[config.mk]
export PLATFORM = sky130hd
export DESIGN_NAME = vpp_port
export DESIGN_NICKNAME = d
export VERILOG_FILES = /design/src/design/vpp_fifo.v /design/src/design/vpp_port.v
export VERILOG_INCLUDE_DIRS = /design/src /design/src/design
export SDC_FILE = /design/constraint.sdc
export NUM_CORES = 1
export LEC_CHECK = 0
export ABC_AREA = 1
export BUFFER_PORTS_ARGS = -buffer_cell sky130_fd_sc_hd__buf_4
export CORE_ASPECT_RATIO = 1.4
export CORE_MARGIN = 5
export CORE_UTILIZATION = 30
export CTS_BUF_LIST = sky130_fd_sc_hd__clkbuf_4 sky130_fd_sc_hd__clkbuf_8
export CTS_CLUSTER_SIZE = 28
export DETAILED_ROUTE_END_ITERATION = 10
export SYNTH_ARGS = -nofsm -noshare
export SYNTH_HDL_FRONTEND = slang
export SYNTH_HIERARCHICAL = 1
export SYNTH_SLANG_ARGS = --single-unit
[constraint.sdc]
create_clock -name sys_clk_i -period 2.5 [get_ports sys_clk_i]
set_input_delay 0.125 -clock sys_clk_i [delete_from_list [all_inputs] [get_ports sys_clk_i]]
set_output_delay 0.125 -clock sys_clk_i [all_outputs]
set_load 0.02 [all_outputs]
[src/design/vpp_defs.vh]
// Constants for the voice processor peripheral port
// Summary of operation
// Slave port: 3-bit address, strobe, read/write inputs, 8-bit data, ready output.
// On reads the device drives the shared data bus toward the processor.
// On writes the device samples processor data and keeps its drivers off.
// Ready is active low; held high for wait states, low when access may end.
// Processor adds a wait state to every read; data valid 30 ns after strobe.
// Processor never writes directly after a read; bus release time is needed.
// Processor holds strobe low until ready falls; strobe rises 0 ns after.
// Device outputs a continuous clock derived from its master clock.
// Master reset held low at least 18 master clock periods.
// Master clock period is 61 ns; all port logic timed from it. The code sets VPP_CLK_PERIOD_NS to 20 ns instead.
// Reads of receive buffer return successive 4-bit nibbles in received order.
// Transmit writes enter a sequential pipe into the circular transmit buffer.
// Processor clock output runs at the master clock frequency, 16.384 MHz.
// Address and direction captured at strobe fall; write data at strobe rise.
`ifndef VPP_DEFS_VH
`define VPP_DEFS_VH

`define VPP_ADDR_W        3
`define VPP_DATA_W        8
`define VPP_NIB_W         4
`define VPP_FIFO_DEPTH    8
`define VPP_FIFO_AW       3
`define VPP_RX_NIBBLES    36
`define VPP_BUF_AW        6
`define VPP_BUF_LAST      6'h23
`define VPP_CLK_PERIOD_NS 20
`define VPP_RD_ACCESS_NS  30
`define VPP_RD_WAIT_CYC   ((`VPP_RD_ACCESS_NS + `VPP_CLK_PERIOD_NS - 1) / `VPP_CLK_PERIOD_NS)
`define VPP_RESET_MIN_CYC 18
`define VPP_A_RX_DATA     3'h0
`define VPP_A_TX_DATA     3'h1
`define VPP_A_STATUS      3'h2
`define VPP_ST_RX_AVAIL   0
`define VPP_ST_TX_ROOM    1

`endif

[src/design/vpp_fifo.v]
// Parameterised synchronous FIFO with valid/ready on both sides
`timescale 1ns/1ns
`default_nettype none
module vpp_fifo #(
    parameter WIDTH = 4,
    parameter DEPTH = 8,
    parameter AW    = 3
) (
    input  wire             sys_clk_i,
    input  wire             rst_n_i,
    input  wire [WIDTH-1:0] in_data_i,
    input  wire             in_valid_i,
    output wire             in_ready_o,
    output wire [WIDTH-1:0] out_data_o,
    output wire             out_valid_o,
    input  wire             out_ready_i
);
    reg [WIDTH-1:0] mem [0:DEPTH-1];
    reg [AW-1:0]    wr_q;
    reg [AW-1:0]    rd_q;
    reg [AW:0]      cnt_q;
    wire            push;
    wire            pop;

    localparam [AW-1:0] PTR_ONE = {{(AW-1){1'b0}}, 1'b1};
    localparam [AW:0]   CNT_ONE = {{AW{1'b0}}, 1'b1};

    assign in_ready_o  = (cnt_q != DEPTH);
    assign out_valid_o = (cnt_q != 0);
    assign out_data_o  = mem[rd_q];
    assign push        = in_valid_i & in_ready_o;
    assign pop         = out_valid_o & out_ready_i;

    always @(posedge sys_clk_i) begin
        if (push) begin
            mem[wr_q] <= in_data_i;
        end
        if (!rst_n_i) begin
            wr_q  <= {AW{1'b0}};
            rd_q  <= {AW{1'b0}};
            cnt_q <= {(AW+1){1'b0}};
        end else begin
            if (push) begin
                wr_q <= (wr_q == DEPTH - 1) ? {AW{1'b0}} : wr_q + PTR_ONE;
            end
            if (pop) begin
                rd_q <= (rd_q == DEPTH - 1) ? {AW{1'b0}} : rd_q + PTR_ONE;
            end
            if (push && !pop) begin
                cnt_q <= cnt_q + CNT_ONE;
            end else if (pop && !push) begin
                cnt_q <= cnt_q - CNT_ONE;
            end
        end
    end
endmodule
`default_nettype wire

[src/design/vpp_port.v]
// Voice processor slave port with receive and transmit nibble pipes
`timescale 1ns/1ns
`default_nettype none
`include "vpp_defs.vh"
module vpp_port (
    input  wire                     sys_clk_i,
    input  wire                     rst_n_i,
    // Voice processor pins
    input  wire [`VPP_ADDR_W-1:0]   vp_addr_i,
    input  wire [`VPP_DATA_W-1:0]   vp_data_i,
    output reg  [`VPP_DATA_W-1:0]   vp_data_o,
    output reg                      vp_data_oe_n_o,
    input  wire                     vp_strobe_i,
    input  wire                     vp_read_not_write_i,
    output reg                      vp_ready_n_o,
    output wire                     vp_clock_out_o,
    // Receive side: demodulator nibble writes into circular buffer
    input  wire [`VPP_NIB_W-1:0]    rx_nibble_i,
    input  wire                     rx_nibble_valid_i,
    // Transmit side: modulator drains the nibble pipe
    output wire [`VPP_NIB_W-1:0]    tx_nibble_o,
    output wire                     tx_nibble_valid_o,
    input  wire                     tx_nibble_ready_i,
    output reg                      tx_overflow_o
);
    localparam [3:0] ST_IDLE = 4'h1;
    localparam [3:0] ST_WAIT = 4'h2;
    localparam [3:0] ST_RDY  = 4'h4;
    localparam [3:0] ST_END  = 4'h8;

    reg [3:0]                state_q;
    reg [1:0]                strobe_s_q;
    reg [`VPP_ADDR_W-1:0]    addr_s1_q;
    reg [`VPP_ADDR_W-1:0]    addr_s2_q;
    reg [`VPP_DATA_W-1:0]    data_s1_q;
    reg [`VPP_DATA_W-1:0]    data_s2_q;
    reg                      rnw_s1_q;
    reg                      rnw_s2_q;
    reg                      strobe_d2_q;
    reg [`VPP_ADDR_W-1:0]    addr_q;
    reg                      rnw_q;
    reg [1:0]                wait_q;
    reg [`VPP_NIB_W-1:0]     rx_mem [0:`VPP_RX_NIBBLES-1];
    reg [`VPP_BUF_AW-1:0]    rx_wr_q;
    reg [`VPP_BUF_AW-1:0]    rx_rd_q;
    reg [`VPP_BUF_AW:0]      rx_cnt_q;
    reg [`VPP_NIB_W-1:0]     tx_wdata;
    wire [31:0]              rd_wait_full;
    wire                     strobe_fall;
    wire                     strobe_rise;
    wire                     tx_in_ready;
    wire                     rx_pop;
    wire                     tx_push;

    function [`VPP_BUF_AW-1:0] vpp_wrap;
        input [`VPP_BUF_AW-1:0] ptr;
        begin
            vpp_wrap = (ptr == `VPP_BUF_LAST) ? {`VPP_BUF_AW{1'b0}} : ptr + 6'h01;
        end
    endfunction

    // clock out
    // Master clock forwarded as is; same frequency by construction
    assign vp_clock_out_o = sys_clk_i;

    // pin synchronisers
    always @(posedge sys_clk_i) begin
        if (!rst_n_i) begin
            strobe_s_q  <= 2'h3;
            strobe_d2_q <= 1'b1;
            addr_s1_q   <= 3'h0;
            addr_s2_q   <= 3'h0;
            data_s1_q   <= 8'h00;
            data_s2_q   <= 8'h00;
            rnw_s1_q    <= 1'b1;
            rnw_s2_q    <= 1'b1;
        end else begin
            strobe_s_q  <= {strobe_s_q[0], vp_strobe_i};
            strobe_d2_q <= strobe_s_q[1];
            addr_s1_q   <= vp_addr_i;
            addr_s2_q   <= addr_s1_q;
            data_s1_q   <= vp_data_i;
            data_s2_q   <= data_s1_q;
            rnw_s1_q    <= vp_read_not_write_i;
            rnw_s2_q    <= rnw_s1_q;
        end
    end

    // Integer wait count, cut to the counter width below
    assign rd_wait_full = `VPP_RD_WAIT_CYC;
    assign strobe_fall = strobe_d2_q & ~strobe_s_q[1];
    assign strobe_rise = ~strobe_d2_q & strobe_s_q[1];

    // pipe write on strobe rise
    assign tx_push = (state_q == ST_RDY) & strobe_rise & ~rnw_q & (addr_q == `VPP_A_TX_DATA);
    // advance read pointer once per receive data read
    assign rx_pop  = (state_q == ST_RDY) & strobe_rise & rnw_q & (addr_q == `VPP_A_RX_DATA)
                     & (rx_cnt_q != 0);

    always @* begin
        tx_wdata = data_s2_q[`VPP_NIB_W-1:0];
    end

    vpp_fifo #(
        .WIDTH (`VPP_NIB_W),
        .DEPTH (`VPP_FIFO_DEPTH),
        .AW    (`VPP_FIFO_AW)
    ) u_tx_fifo (
        .sys_clk_i   (sys_clk_i),
        .rst_n_i     (rst_n_i),
        .in_data_i   (tx_wdata),
        .in_valid_i  (tx_push),
        .in_ready_o  (tx_in_ready),
        .out_data_o  (tx_nibble_o),
        .out_valid_o (tx_nibble_valid_o),
        .out_ready_i (tx_nibble_ready_i)
    );

    // circular receive buffer
    always @(posedge sys_clk_i) begin
        if (rx_nibble_valid_i) begin
            rx_mem[rx_wr_q] <= rx_nibble_i;
        end
        if (!rst_n_i) begin
            rx_wr_q  <= 6'h00;
            rx_rd_q  <= 6'h00;
            rx_cnt_q <= 7'h00;
        end else begin
            if (rx_nibble_valid_i) begin
                rx_wr_q <= vpp_wrap(rx_wr_q);
            end
            if (rx_pop) begin
                rx_rd_q <= vpp_wrap(rx_rd_q);
            end
            // Overrun cannot occur by system design; count saturates anyway
            if (rx_nibble_valid_i && !rx_pop && rx_cnt_q != `VPP_RX_NIBBLES) begin
                rx_cnt_q <= rx_cnt_q + 7'h01;
            end else if (rx_pop && !rx_nibble_valid_i) begin
                rx_cnt_q <= rx_cnt_q - 7'h01;
            end
        end
    end

    // access sequencer
    always @(posedge sys_clk_i) begin
        if (!rst_n_i) begin
            state_q        <= ST_IDLE;
            addr_q         <= 3'h0;
            rnw_q          <= 1'b1;
            wait_q         <= 2'h0;
            vp_ready_n_o   <= 1'b1;
            vp_data_oe_n_o <= 1'b1;
            vp_data_o      <= 8'h00;
            tx_overflow_o  <= 1'b0;
        end else begin
            case (state_q)
                ST_IDLE: begin
                    vp_ready_n_o   <= 1'b1;
                    vp_data_oe_n_o <= 1'b1;
                    if (strobe_fall) begin
                        // capture on fall
                        addr_q  <= addr_s2_q;
                        rnw_q   <= rnw_s2_q;
                        wait_q  <= rd_wait_full[1:0];
                        state_q <= ST_WAIT;
                        // drive on read
                        vp_data_oe_n_o <= ~rnw_s2_q;
                    end
                end
                ST_WAIT: begin
                    // wait states
                    if (wait_q != 2'h0) begin
                        wait_q <= wait_q - 2'h1;
                    end else if (!rnw_q && addr_q == `VPP_A_TX_DATA && !tx_in_ready) begin
                        // Pipe full: stretch the write until the modulator drains
                        vp_ready_n_o <= 1'b1;
                    end else begin
                        vp_ready_n_o <= 1'b0;
                        state_q      <= ST_RDY;
                    end
                    case (addr_q)
                        `VPP_A_RX_DATA: vp_data_o <= {4'h0, rx_mem[rx_rd_q]};
                        `VPP_A_STATUS:  vp_data_o <= {6'h00, tx_in_ready, rx_cnt_q != 0};
                        default:        vp_data_o <= 8'h00;
                    endcase
                end
                ST_RDY: begin
                    // hold until strobe rises
                    if (strobe_rise) begin
                        vp_ready_n_o <= 1'b1;
                        state_q      <= ST_END;
                        if (tx_push && !tx_in_ready) begin
                            tx_overflow_o <= 1'b1;
                        end
                    end
                end
                ST_END: begin
                    // release bus after access
                    vp_data_oe_n_o <= 1'b1;
                    state_q        <= ST_IDLE;
                end
                default: begin
                    state_q <= ST_IDLE;
                end
            endcase
        end
    end
endmodule
`default_nettype wire

==> key figures <==
Synth
  – Synth warn: 6
  – Post-Synthesis Cells: 1136
  – Synth top area share: 0.486
  – Synthesized area per cell: 9.58 um^2
  – Area contributors post-synth: edfxtp_1, dfxtp_1, nand2_1, nand3_1, inv_1
  – Post-synthesis cell area: 10900 um^2
  – Yosys top cell by area: edfxtp_1
  – Synthesis-stage register bit count: 250
  – Synth cell types: 49
  – Sequential-to-total area share from yosys stat: 0.622

Floorplan
  – Core Area: 35800 um^2
  – I/O pin cnt: 38
  – Die area: 40200 um^2
  – Die Y: 235 um
  – Die Wd: 171 um
  – FP Rows: 82
  – Initial core utilization: 0.304

Routing
  – Via count: 7591
  – Iteration count of the initial detailed-routing pass: 4
  – DRC viols: 0
  – Top sig layer: met4
  – Drt via density: 4.51
  – Wirelength, routed: 23800 um
  – Antenna violation net count after detailed routing: 0
  – Wire length per cell: 14.2 um
  – Routed wl met3: 718 um
  – Met2 WL: 13200 um
  – Initial DRC Count: 450
  – Met1 wire length: 9080 um

Timing
  – Slew headroom: 0.549
  – Min Tclk post-route: 2.30 ns
  – Slew Viols, Final: 0
  – Fin crit share: 0.919
  – Worst setup margin: 0.203 ns
  – Peak Freq: 435 MHz
  – Fin Hold WS: 0.214 ns
  – Worst Tran Pin Value: 0.671 ns
  – Clk_skew: 0.0270 ns
  – Hold Violations, Final: 0
  – Endpoints failing setup: 0

Placed design
  – Placed instance area: 11600 um^2
  – RePlAce Congestion: 0.844
  – DP Wirelength: 16100 um
  – Port bufs: 29
  – Worst slack, placed: 0.156 ns

GRT
  – Largest net degree at the start of global routing: 54
  – Vias in the first global route: 7580
  – Initial antenna violation count: 0
  – First-pass GRT wire length: 38400 um
  – GRT Total Usage: 0.118
  – Congestion Overflow GR: 0

Setup path
  – Setup crit end kind: flip-flop
  – CP Launch Type: flip-flop
  – Slowest CP cell: dfxtp_1
  – CP required: 3.03 ns
  – Crit path kind: flip-flop to flip-flop
  – Cell family with most CP delay: simple AND/OR/NAND/NOR gates
  – Most frequent cell on the critical path: inv_1
  – CP max stage delay: 0.33 ns
  – CP arrival: 2.83 ns
  – Crit Path Max Fanout: 5
  – CP Buf/Inv Count: 4
  – Crit-path cells: inv_1 > nor3_1 > nand2_1 > nor2_2 > nand2_4 > inv_2 > ha_1 > inv_1 > ha_1 > or2_2 > nand3_1 > nand3_1 > nand2_1 > inv_1

Power
  – P_leak: 0.00511 uW
  – Pwr Density: 736 nW/um^2
  – VDD IR max: 0.000405 V

Clock tree
  – Worst-path clk slew: 0.07 ns
  – CTS tree: built
  – Clk Latency, worst-skew pair: 0.64 ns

Final layout
  – Final Cell Area: 12500 um^2
  – Ant. Diodes: 0
  – Nets: 1234
  – Fin util: 0.349
  – Area delta synth->final: 14.9%
  – Share of post-route cells with drive strength above 1: 0.125

Worst hold path
  – Hold WC Path Type: primary input to flip-flop

Status
  – Status: finished, final reports clean

Flow run
  – Max-Cap Viols: 0
==> path summary, 6_finish.rpt <==
kind,start,to,slack [ns],depth (start not counted)
setup / recovery,addr_q[0],u_tx_fifo/cnt_q[3],0.20,14
hold / removal,vp_data_i[0],data_s1_q[0],0.21,4
setup reg to reg,addr_q[0],u_tx_fifo/cnt_q[3],0.20,14
hold reg to reg,addr_s1_q[2],addr_s2_q[2],0.40,2
==> cells in the final DEF (no fill, tap or decap), drive strengths merged, types with 2 or more instances in the layout <==
cell type,n
nand2,282
edfxtp,176
inv,148
nor2,139
nand3,111
dfxtp,74
clkbuf,59
o21ai,56
buf,43
a21oi,30
nor3,17
dlygate4sd3,16
ha,16
nand4,7
or2,7
xor2,5
clkinv,5
xnor2,4
conb,4
o22ai,3
nand3b,3
o211ai,2
fa,2
==> registers in the layout (all words and copies together), names as in the netlist, 3 cells and up, named ones only <==
signal / cells
u_tx_fifo/cnt_q: 4
u_tx_fifo/rd_q: 3
rx_wr_q: 6
u_tx_fifo/wr_q: 3
addr_s2_q: 3
addr_s1_q: 3
state_q: 4
u_tx_fifo/mem: 32
rx_mem: 144
rx_cnt_q: 7
addr_q: 3
rx_rd_q: 6
data_s2_q: 4
data_s1_q: 4
vp_data_o: 4
==> routing by layer <==
metal | global-route usage | up-vias
met4 | 0.0514 | 0
met2 | 0.229 | 134
met3 | 0.0158 | 50
met1 | 0.125 | 3575
li1 | - | 3832
met5 | 0 | -
==> worst register-to-register path, stage by stage, from the launching register on <==
cell	delay, ns
dfxtp_1	0.33
inv_1	0.07
nor3_1	0.19
nand2_1	0.09
nor2_2	0.21
nand2_4	0.09
inv_2	0.10
ha_1	0.17
inv_1	0.09
ha_1	0.30
or2_2	0.31
nand3_1	0.08
nand3_1	0.07
nand2_1	0.05
inv_1	0.03
==> metrics by stage <==
stage,total power (uW),TNS (ns),std cells
4_1_cts,9320,0,1682
3_5_place_dp,6010,0,1601
3_3_place_gp,5990,0,1601
6_report,9200,0,1682
5_1_grt,9640,-0.0156,1682
2_1_floorplan,5640,0,1139
==> cell families after synthesis <==
logic type,synth area share
other,0.000345
AOI/OAI and AO/OA,0.0493
buffers and inverters,0.0726
adders and majority gates,0.0221
and+or+nand+nor,0.226
DFF,0.622
xor gates and xnor gates,0.00725
==> cell usage after synthesis, drive strengths merged <==
library cell / count
nor2: 139
o41ai: 1
o221ai: 1
a211o: 1
buf: 28
xor2: 5
o21bai: 1
a21oi: 30
o21ai: 56
or3: 1
inv: 148
o22ai: 3
a41oi: 1
edfxtp: 176
ha: 16
clkbuf: 15
nor3: 17
nand2: 282
a31o: 1
o31ai: 1
a31oi: 1
fa: 2
o211ai: 2
nor4: 1
xnor2: 4
or2: 7
dfxtp: 74
nand3: 111
conb: 1
nand4: 7
nand3b: 3
==> power breakdown <==
part           switching, uW  leakage [uW]  internal (uW)
Combinational            752       0.00250            461
Clock                   1500      0.000400           1810
Sequential               134       0.00220           4550
==> area by class of cell <==
cell class / instances / area, um^2
clock buffer: 60 / 713
clock inverter: 6 / 30.0
fill: 3535 / 23300
inverter: 148 / 556
multi-input combinational: 698 / 3370
sequential: 250 / 6770
tap: 462 / 578
timing repair buffer: 58 / 488
==> repair_timing <==
action	4_1_cts	5_1_grt
setup buffers	0	0
setup endpoints to repair	0	3
hold buffers	16	0
hold endpoints to repair	180	0
resized for setup	0	5
No activity file was read; power rests on OpenSTA's default activity.
